`src/shared/dbg_cmd_pkg.sv`:
```
package dbg_cmd_pkg;
    localparam logic [7:0] CMD_READ_PROG = 8'h0B;
    localparam logic [7:0] CMD_WRITE_DATA = 8'h0C;
    localparam logic [7:0] CMD_READ_DATA = 8'h0D;
    localparam logic [7:0] CMD_READ_CRC = 8'h0E;
    localparam logic [7:0] CMD_STEP = 8'h10;
    localparam logic [7:0] BLANK_BYTE = 8'hFF;
    localparam logic [15:0] BLANK_CRC = 16'hFFFF;
    localparam logic [15:0] CRC_POLY = 16'h1021;
    localparam logic [15:0] CRC_SEED = 16'hFFFF;
    localparam int PROG_ADDR_W = 13;
    localparam logic [16:0] FULL_COUNT = 17'h10000;
    localparam int FIFO_DEPTH = 16;
    localparam int BYTE_W = 8;
    localparam logic [15:0] RESET_ADDR = 16'h0000;
    localparam logic [16:0] RESET_COUNT = 17'h00000;
    typedef enum {ST_IDLE, ST_HDR, ST_WDATA, ST_RDATA, ST_CRC, ST_CRC_HI, ST_CRC_LO,
        ST_STEP} state_t;
endpackage

```
`src/shared/dbg_link_if.sv`:
```
`timescale 1ns/1ps
interface dbg_link_if;
    logic [7:0] h2d_data;
    logic h2d_valid;
    logic h2d_ready;
    logic [7:0] d2h_data;
    logic d2h_valid;
    logic d2h_ready;
    modport device (input h2d_data, input h2d_valid, output h2d_ready,
        output d2h_data, output d2h_valid, input d2h_ready);
    modport host (output h2d_data, output h2d_valid, input h2d_ready,
        input d2h_data, input d2h_valid, output d2h_ready);
endinterface

```
`src/verilog/dbg_cmd_device.sv`:
```
`timescale 1ns/1ps
module dbg_cmd_device (
    input wire logic sys_clk,
    input wire logic srst,
    dbg_link_if.device link,
    input wire logic debug_mode,
    input wire logic read_protect,
    output logic [dbg_cmd_pkg::PROG_ADDR_W-1:0] prog_addr,
    input wire logic [7:0] prog_rdata,
    output logic [15:0] data_addr,
    output logic [7:0] data_wdata,
    output logic data_we,
    input wire logic [7:0] data_rdata,
    output logic step_req,
    input wire logic step_done
);
    import dbg_cmd_pkg::*;

    state_t state_reg;
    logic [7:0] cmd_reg;
    logic [1:0] hdr_idx_reg;
    logic [15:0] addr_reg;
    logic [15:0] size_reg;
    logic [16:0] count_reg;
    logic [15:0] crc_reg;
    logic [PROG_ADDR_W:0] crc_idx_reg;
    logic rd_pend_reg;
    logic [7:0] tx_data;
    logic tx_valid;
    logic tx_ready;
    logic rx_take;
    logic allowed;
    logic step_busy_reg;
    logic crc_feed_reg;
    logic [15:0] wr_addr_reg;

    // ****************************************
    // Reply path through the FIFO
    // ****************************************
    byte_fifo #(.WIDTH(BYTE_W), .DEPTH(FIFO_DEPTH)) reply_fifo (
        .sys_clk(sys_clk),
        .srst(srst),
        .in_data(tx_data),
        .in_valid(tx_valid),
        .in_ready(tx_ready),
        .out_data(link.d2h_data),
        .out_valid(link.d2h_valid),
        .out_ready(link.d2h_ready)
    );

    assign allowed = debug_mode && !read_protect;
    assign link.h2d_ready = (state_reg == ST_IDLE) || (state_reg == ST_HDR)
        || (state_reg == ST_WDATA);
    assign rx_take = link.h2d_valid && link.h2d_ready;

    // ****************************************
    // Reply byte source
    // ****************************************
    always_comb begin
        tx_valid = 1'b0;
        tx_data = 8'h00;
        case (state_reg)
            ST_RDATA: begin
                tx_valid = rd_pend_reg;
                if (cmd_reg == CMD_READ_PROG) begin
                    tx_data = prog_rdata;
                end else if (debug_mode) begin
                    tx_data = data_rdata;
                end else begin
                    tx_data = BLANK_BYTE;
                end
            end
            ST_CRC_HI: begin
                tx_valid = 1'b1;
                tx_data = debug_mode ? crc_reg[15:8] : BLANK_CRC[15:8];
            end
            ST_CRC_LO: begin
                tx_valid = 1'b1;
                tx_data = debug_mode ? crc_reg[7:0] : BLANK_CRC[7:0];
            end
            default: begin
                tx_valid = 1'b0;
            end
        endcase
    end

    assign prog_addr = (state_reg == ST_CRC) ? crc_idx_reg[PROG_ADDR_W-1:0]
        : addr_reg[PROG_ADDR_W-1:0];
    // Write strobe trails the address step by one cycle, so it carries its own address
    assign data_addr = data_we ? wr_addr_reg : addr_reg;

    // ****************************************
    // Command sequencer
    // ****************************************
    always_ff @(posedge sys_clk) begin
        if (srst) begin
            state_reg <= ST_IDLE;
            cmd_reg <= 8'h00;
            hdr_idx_reg <= 2'h0;
            addr_reg <= RESET_ADDR;
            size_reg <= 16'h0000;
            count_reg <= RESET_COUNT;
            rd_pend_reg <= 1'b0;
        end else begin
            case (state_reg)
                ST_IDLE: begin
                    if (rx_take) begin
                        cmd_reg <= link.h2d_data;
                        hdr_idx_reg <= 2'h0;
                        case (link.h2d_data)
                            CMD_READ_PROG, CMD_WRITE_DATA, CMD_READ_DATA: begin
                                state_reg <= ST_HDR;
                            end
                            CMD_READ_CRC: begin
                                state_reg <= ST_CRC;
                            end
                            CMD_STEP: begin
                                if (allowed) begin
                                    state_reg <= ST_STEP;
                                end
                            end
                            default: begin
                                state_reg <= ST_IDLE;
                            end
                        endcase
                    end
                end
                ST_HDR: begin
                    if (rx_take) begin
                        hdr_idx_reg <= hdr_idx_reg + 2'h1;
                        case (hdr_idx_reg)
                            2'h0: addr_reg[15:8] <= link.h2d_data;
                            2'h1: addr_reg[7:0] <= link.h2d_data;
                            2'h2: size_reg[15:8] <= link.h2d_data;
                            default: begin
                                // Size zero is a full 64K transfer
                                count_reg <= ({size_reg[15:8], link.h2d_data} == 16'h0000)
                                    ? FULL_COUNT : {1'b0, size_reg[15:8], link.h2d_data};
                                state_reg <= (cmd_reg == CMD_WRITE_DATA) ? ST_WDATA : ST_RDATA;
                                rd_pend_reg <= 1'b0;
                            end
                        endcase
                    end
                end
                ST_WDATA: begin
                    if (rx_take) begin
                        addr_reg <= addr_reg + 16'h0001;
                        count_reg <= count_reg - 17'h00001;
                        if (count_reg == 17'h00001) begin
                            state_reg <= ST_IDLE;
                        end
                    end
                end
                ST_RDATA: begin
                    // Memory answers one cycle after the address settles
                    if (!rd_pend_reg) begin
                        rd_pend_reg <= 1'b1;
                    end else if (tx_ready) begin
                        rd_pend_reg <= 1'b0;
                        addr_reg <= addr_reg + 16'h0001;
                        count_reg <= count_reg - 17'h00001;
                        if (count_reg == 17'h00001) begin
                            state_reg <= ST_IDLE;
                        end
                    end
                end
                ST_CRC: begin
                    if (crc_idx_reg[PROG_ADDR_W]) begin
                        state_reg <= ST_CRC_HI;
                    end
                end
                ST_CRC_HI: begin
                    if (tx_ready) begin
                        state_reg <= ST_CRC_LO;
                    end
                end
                ST_CRC_LO: begin
                    if (tx_ready) begin
                        state_reg <= ST_IDLE;
                    end
                end
                ST_STEP: begin
                    if (step_busy_reg && step_done) begin
                        state_reg <= ST_IDLE;
                    end
                end
                default: begin
                    state_reg <= ST_IDLE;
                end
            endcase
        end
    end

    // ****************************************
    // Data memory write strobe
    // ****************************************
    always_ff @(posedge sys_clk) begin
        if (srst) begin
            data_we <= 1'b0;
            data_wdata <= 8'h00;
            wr_addr_reg <= RESET_ADDR;
        end else begin
            data_we <= 1'b0;
            if (state_reg == ST_WDATA && rx_take && allowed) begin
                data_we <= 1'b1;
                data_wdata <= link.h2d_data;
                wr_addr_reg <= addr_reg;
            end
        end
    end

    // ****************************************
    // CRC over whole program memory, one byte a cycle
    // ****************************************
    always_ff @(posedge sys_clk) begin
        if (srst || state_reg == ST_IDLE) begin
            crc_reg <= CRC_SEED;
            crc_idx_reg <= '0;
            crc_feed_reg <= 1'b0;
        end else if (state_reg == ST_CRC) begin
            // Memory answers one cycle after the address, so data trails the index
            crc_feed_reg <= !crc_idx_reg[PROG_ADDR_W];
            if (!crc_idx_reg[PROG_ADDR_W]) begin
                crc_idx_reg <= crc_idx_reg + 1'b1;
            end
            if (crc_feed_reg) begin
                crc_reg <= crc_byte(crc_reg, prog_rdata);
            end
        end
    end

    function automatic logic [15:0] crc_byte(input logic [15:0] c, input logic [7:0] d);
        logic [15:0] r;
        r = c ^ {d, 8'h00};
        for (int i = 0; i < 8; i++) begin
            r = r[15] ? ((r << 1) ^ CRC_POLY) : (r << 1);
        end
        return r;
    endfunction

    // ****************************************
    // Single step request
    // ****************************************
    always_ff @(posedge sys_clk) begin
        if (srst) begin
            step_req <= 1'b0;
            step_busy_reg <= 1'b0;
        end else begin
            step_req <= 1'b0;
            if (state_reg == ST_STEP && !step_busy_reg) begin
                step_req <= 1'b1;
                step_busy_reg <= 1'b1;
            end else if (state_reg != ST_STEP) begin
                step_busy_reg <= 1'b0;
            end
        end
    end
endmodule // dbg_cmd_device

```
`src/verilog/byte_fifo.sv`:
```
`timescale 1ns/1ps
module byte_fifo #(
    parameter int WIDTH = 8,
    parameter int DEPTH = 16
) (
    input wire logic sys_clk,
    input wire logic srst,
    input wire logic [WIDTH-1:0] in_data,
    input wire logic in_valid,
    output logic in_ready,
    output logic [WIDTH-1:0] out_data,
    output logic out_valid,
    input wire logic out_ready
);
    localparam int AW = $clog2(DEPTH);
    logic [WIDTH-1:0] mem [DEPTH];
    logic [AW:0] wr_reg;
    logic [AW:0] rd_reg;
    logic push;
    logic pop;

    assign in_ready = (wr_reg - rd_reg) != (AW+1)'(DEPTH);
    assign out_valid = wr_reg != rd_reg;
    assign out_data = mem[rd_reg[AW-1:0]];
    assign push = in_valid && in_ready;
    assign pop = out_valid && out_ready;

    always_ff @(posedge sys_clk) begin
        if (push) begin
            mem[wr_reg[AW-1:0]] <= in_data;
        end
    end

    always_ff @(posedge sys_clk) begin
        if (srst) begin
            wr_reg <= '0;
            rd_reg <= '0;
        end else begin
            if (push) begin
                wr_reg <= wr_reg + 1'b1;
            end
            if (pop) begin
                rd_reg <= rd_reg + 1'b1;
            end
        end
    end
endmodule // byte_fifo

```
`src/flat_wrapper.sv`:
```
// flat-port wrapper written by rule: the top's interface ports become plain ports
module dbg_cmd_device_flat import dbg_cmd_pkg::*;
  (sys_clk, srst, debug_mode, read_protect, prog_addr, prog_rdata, data_addr, data_wdata, data_we, data_rdata, step_req, step_done, link_h2d_data, link_h2d_valid, link_h2d_ready, link_d2h_data, link_d2h_valid, link_d2h_ready);
  dbg_link_if link_i ();
  input wire logic sys_clk;
  input wire logic srst;
  input wire logic debug_mode;
  input wire logic read_protect;
  output logic [dbg_cmd_pkg::PROG_ADDR_W-1:0] prog_addr;
  input wire logic [7:0] prog_rdata;
  output logic [15:0] data_addr;
  output logic [7:0] data_wdata;
  output logic data_we;
  input wire logic [7:0] data_rdata;
  output logic step_req;
  input wire logic step_done;
  input wire logic [$bits(link_i.h2d_data)-1:0] link_h2d_data;
  input wire logic [$bits(link_i.h2d_valid)-1:0] link_h2d_valid;
  output wire logic [$bits(link_i.h2d_ready)-1:0] link_h2d_ready;
  output wire logic [$bits(link_i.d2h_data)-1:0] link_d2h_data;
  output wire logic [$bits(link_i.d2h_valid)-1:0] link_d2h_valid;
  input wire logic [$bits(link_i.d2h_ready)-1:0] link_d2h_ready;
  assign link_i.h2d_data = link_h2d_data;
  assign link_i.h2d_valid = link_h2d_valid;
  assign link_h2d_ready = link_i.h2d_ready;
  assign link_d2h_data = link_i.d2h_data;
  assign link_d2h_valid = link_i.d2h_valid;
  assign link_i.d2h_ready = link_d2h_ready;
  dbg_cmd_device u_core (.sys_clk(sys_clk), .srst(srst), .link(link_i), .debug_mode(debug_mode), .read_protect(read_protect), .prog_addr(prog_addr), .prog_rdata(prog_rdata), .data_addr(data_addr), .data_wdata(data_wdata), .data_we(data_we), .data_rdata(data_rdata), .step_req(step_req), .step_done(step_done));
endmodule
```
`config.mk`:
```
export PLATFORM = sky130hd
export DESIGN_NAME = dbg_cmd_device_flat
export DESIGN_NICKNAME = d
export VERILOG_FILES = /design/src/shared/dbg_cmd_pkg.sv /design/src/shared/dbg_link_if.sv /design/src/verilog/dbg_cmd_device.sv /design/src/verilog/byte_fifo.sv /design/src/flat_wrapper.sv
export SDC_FILE = /design/constraint.sdc
export NUM_CORES = 1
export LEC_CHECK = 0
export BUFFER_PORTS_ARGS = -buffer_cell sky130_fd_sc_hd__buf_2
export CELL_PAD_IN_SITES_DETAIL_PLACEMENT = 1
export CELL_PAD_IN_SITES_GLOBAL_PLACEMENT = 2
export CORE_ASPECT_RATIO = 1.2
export CORE_MARGIN = 2
export CORE_UTILIZATION = 40
export DETAILED_ROUTE_END_ITERATION = 12
export GPL_ROUTABILITY_DRIVEN = 0
export GPL_TIMING_DRIVEN = 0
export PLACE_DENSITY = 0.82
export SLEW_MARGIN = 20
export SYNTH_ARGS = -nofsm -noshare
export SYNTH_HDL_FRONTEND = slang
export SYNTH_SLANG_ARGS = --single-unit
```
`constraint.sdc`:
```
create_clock -name sys_clk -period 3.74 [get_ports sys_clk]
set_input_delay 0.187 -clock sys_clk [delete_from_list [all_inputs] [get_ports sys_clk]]
set_output_delay 0.187 -clock sys_clk [all_outputs]
set_load 0.01 [all_outputs]
```
== Word level (Yosys, flattened, before mapping) ==
Memories as Yosys holds them, arrays and structs flattened. A register that Yosys moved wholly into a read port is not among the register bits.
Index checks and enable logic that the tools add are counted.
Operators by class
  add/subtract/negate cells: 7
  eq/ne operators: 37
  multiplexer cells: 62
  bitwise operators: 10
  reduce and logical (&&, ||, !) cells: 35
Operators with widths (number)
  2-to-1 mux 32 bit: 12
  case mux 32 bit (8 select lines): 1
  equality test 32 x 3 -> 1 bit (second input constant): 5
  2-to-1 mux 13 bit: 9
  2-to-1 mux 17 bit: 6
  equality test 32 x 2 -> 1 bit (second input constant): 3
  case mux 32 bit (3 select lines): 1
  2-to-1 mux 16 bit: 5
  equality test 32 x 4 -> 1 bit (second input constant): 2
  zero test 32 bit: 2
  case mux 17 bit (3 select lines): 1
  equality test 8 x 4 -> 1 bit (second input constant): 6
  2-to-1 mux 8 bit: 6
  case mux 16 bit (3 select lines): 1
  equality test 32 x 1 -> 1 bit (second input constant): 1
  != test 32 x 4 -> 1 bit (second input constant): 1
  inverter 3 bit: 8
  case mux 8 bit (3 select lines): 1
  AND reduction 6 bit: 3
  equality test 17 x 1 -> 1 bit (second input constant): 1
  subtractor 17 x 1 -> 17 bit (second input constant): 1
  adder 16 x 1 -> 16 bit (second input constant): 1
  zero test 16 bit: 1
  bitwise XOR 16 bit: 1
  other kinds (30): 72
Storage, ports and cells
  flip-flop bits (word level): 152
  bits in writable memories: 128
  bits of input ports: 31
  output and inout bits: 49
  logic and storage cells: 171
  memories: 1
Memories
  u_core.reply_fifo.mem: words 16, width 8, rd ports 1, clocked after Yosys merged registers in 1, wr ports 1, RTL line byte_fifo.sv:16  | logic [WIDTH-1:0] mem [DEPTH];

== Longest topological paths before layout ==
  depth in word-level cells: 17
  gate-level depth with buffers: 10
  gate-level depth less buffers: 8

== By module ==
From an unflattened synthesis, not the netlist that was laid out.
Second synthesis, totals
  cell total of the unflattened synthesis: 1109
  area, all modules: 12046.6 µm²
By module, submodules not included
  dbg_cmd_device: instances 1, cells an instance 828, area each 6382.4 µm², seq. area each 2262.2 µm²
  byte_fifo: instances 1, cells an instance 281, area each 5664.2 µm², seq. area each 4124.0 µm²

== Worst setup path after synthesis ==
No wires, ideal clock.
  kind: reg2reg
  from: reg u_core.cmd_reg[4]
  to: mem u_core.reply_fifo.mem[0][0] (data pin)
  library setup time: 0.330 ns
  arrival: 2.384 ns
  data required time: 3.410 ns
  setup slack: 1.026 ns
  cell stages (with the launch flop): 7
  path buffers: 1
  period minus slack after synthesis: 2.714 ns
  cell sequence: dfxtp_1 nand2b_1 or4_1 nor3_1 clkbuf_1 a21oi_1 o21ai_0
On the way
  word-level cells in the longest chain between the ends: 3
RTL lines
  start, declared: RTL line dbg_cmd_device.sv:20  | logic [7:0] cmd_reg;
  start signal, assigned: RTL line dbg_cmd_device.sv:108  | cmd_reg <= link.h2d_data;
  equality test 8 x 4 -> 1 bit: RTL line dbg_cmd_device.sv:65  | if (cmd_reg == CMD_READ_PROG) begin
  2-to-1 mux 8 bit: RTL line dbg_cmd_device.sv:65
  case mux 8 bit (3 select lines): RTL line dbg_cmd_device.sv:62  | case (state_reg)
  net u_core.reply_fifo.in_data[0]: RTL line byte_fifo.sv:8  | input wire logic [WIDTH-1:0] in_data,
  end, declared: RTL line byte_fifo.sv:16
The timed path passes the listed nets, and every way through them passes these cells.

== Worst setup path in the final report ==
  from: reg u_core.cmd_reg[4]
  to: mem u_core.reply_fifo.mem[3][6] (data pin)
Same word-level chain as after synthesis.

==> out/summary.txt <==
Cell Area, Synth: 11700 um2
GRT Util Overall: 0.226
Syn Nets: 1162
Clock Pin Slew Worst Setup and Hold Paths: 0.06 ns
Mean Syn Cell Area: 10.5 um2
Iteration-0 DRC Markers: 585
Final Hold Viols: 0
Lkg Pwr: 4.62 nW
commonest non-fill, non-tap cells in the layout: 220 x nand2_1, 128 x edfxtp_1, 127 x dfxtp_1
# hold bufs at CTS: 4
pin count of the biggest net entering global routing: 17
commonest non-fill, non-tap cell in the layout: nand2_1
Synth Register Bits: 255
Setup Buffers After CTS: 0
# DRC: 0
Achievable Freq: 309 MHz
Final Util: 0.469
H-tree levels: 1
clock skew: 0.0136 ns
initial antenna violation count: 0
Initial Util: 0.406
total CTS buffers: 27
Core Area: 28800 um2
clock insertion delay at the later pin of the skew report: 0.54 ns
number of diodes: 0
period utilization: 0.865
Pre-antenna DRT Iters: 4
EDFF count, synth: 128
root buffer cell: clkbuf_16
PD cells: 410 nW/um2
final setup fails: 0
max reg flops: 128
number of global-route vias before repair: 9466
area growth from synthesis to layout: 15.4%
CTS Sinks: 255
final wirelength: 34.1 mm
RSZ-0062 raised after global routing: no
Die Y: 191 um
max cap viols: 0
VDD IR-drop max: 269 uV
I/O Pins: 80
Final nets: 1278
die area: 30700 um2
Max clock buf depth: 3
Worst setup SP type: register
Cell Rows: 68
Port Buffer Count: 74
Cells after Synth: 1114
CP required: 3.96 ns
synth warn: 0
status: complete, no violations
CP Max Fanout: 16
Max-slew headroom: 0.328
Top FF cell, synth: edfxtp_1
vias: 8938
GRT overflow: 0
minimum clock period: 3.24 ns
Seq/Total Area, Yosys: 0.545
Worst Tran Pin Value: 1.00 ns
CTS tree: built
Yosys cell types: 54
max-slew violation count: 0
Die X: 160 um
Min Hold Slack: 0.0193 ns
layout cells sized above 1: 0.166
post-DP HPWL: 25.2 mm
Hold WC Path Type: in -> reg
first-pass GRT wire length: 54.1 mm
CP endpoint kind: register
fillers: 3196
drt wl/cell: 20.8 um
post-CTS sizing: 0
post-detailed-route count of antenna-violating nets: 0
number of vias per cell: 5.47
CP arrival: 3.45 ns
WS Path Type: reg -> reg
Post-synth ARST share: 0
[kinds of logic after synthesis]
kind of cell    synth area share
mux                        0.107
compound gates             0.104
buf+inv                   0.0317
fa+ha+maj                 0.0182
flops                      0.545
xor+xnor                  0.0348
simple gates               0.159
[cells in the mapped netlist, types with 8 or more instances]
library cell | n | area share
a21oi_1 | 104 | 0.044
a31oi_1 | 11 | 0.0059
buf_2 | 9 | 0.0038
clkbuf_1 | 57 | 0.018
dfxtp_1 | 127 | 0.22
edfxtp_1 | 128 | 0.33
ha_1 | 17 | 0.018
inv_1 | 25 | 0.0080
mux2_2 | 16 | 0.015
mux2i_1 | 17 | 0.015
mux4_2 | 40 | 0.077
nand2_1 | 220 | 0.070
nand2b_1 | 10 | 0.0053
nand3_1 | 26 | 0.011
nand4_1 | 12 | 0.0064
nor2_1 | 72 | 0.023
nor3_1 | 21 | 0.0090
nor4_1 | 14 | 0.0075
o211ai_1 | 16 | 0.010
o21ai_0 | 49 | 0.021
o21ai_1 | 8 | 0.0034
o31ai_1 | 9 | 0.0058
xnor2_1 | 28 | 0.021
xor2_1 | 16 | 0.012
[critical path: stages, from the launching register on]
cell	delay, ns
dfxtp_1	0.31
nand2b_1	0.14
or4_1	0.44
nor3_1	0.82
clkbuf_1	0.40
a21oi_1	0.15
o21ai_2	0.65
[power by group]
group | internal, mW | switching (mW)
sequential | 2.91 | 0.00548
combinational | 0.0526 | 0.115
clock | 1.33 | 1.12
total | 4.30 | 1.24
[metrics by stage]
| stage | setup slack (ns) | cells | instance area (um2) | power (mW) | setup TNS [ns] |
|---|---|---|---|---|---|
| 4_1_cts | 0.502 | 1635 | 13500 | 5.61 | 0 |
| 6_report | 0.504 | 1635 | 13500 | 5.54 | 0 |
| 3_5_place_dp | 0.525 | 1582 | 12700 | 3.14 | 0 |
| 5_1_grt | 0.214 | 1635 | 13500 | 5.73 | 0 |
| 2_1_floorplan | 1.03 | 1114 | 11700 | 3.07 | 0 |
| 3_3_place_gp | -0.328 | 1573 | 12600 | 3.14 | -22.05 |
[area by class of cell]
cell class | count | area (um2) | area share
plain buffers | 70 | 278 | 0.0205
clock buffers | 32 | 694 | 0.0514
clock inverters | 17 | 103 | 0.00759
repair buffers | 87 | 478 | 0.0353
well taps | 385 | 482 | 0.0356
multi-input cells | 764 | 5010 | 0.370
inverters | 25 | 93.8 | 0.00694
flip-flops and latches | 255 | 6390 | 0.472
[final timing paths]
check / from / to / slack [ns] / cells past startpoint
setup / recovery: u_core.cmd_reg[4] / u_core.reply_fifo.mem[3][6] / 0.50 / 6
hold / removal: link_h2d_data[4] / u_core.cmd_reg[4] / 0.02 / 3
setup reg to reg: u_core.cmd_reg[4] / u_core.reply_fifo.mem[3][6] / 0.50 / 6
hold reg to reg: u_core.step_busy_reg / u_core.step_req / 0.43 / 1
[per-layer routing]
| layer | part of all wire | vias up | track usage |
|---|---|---|---|
| met5 | 0 | - | 0 |
| met4 | 0.037 | 0 | 0.0852 |
| met3 | 0.033 | 70 | 0.0263 |
| met2 | 0.52 | 182 | 0.422 |
| met1 | 0.41 | 4425 | 0.266 |
| li1 | - | 4261 | - |
Power figures use the tool's default switching activity.
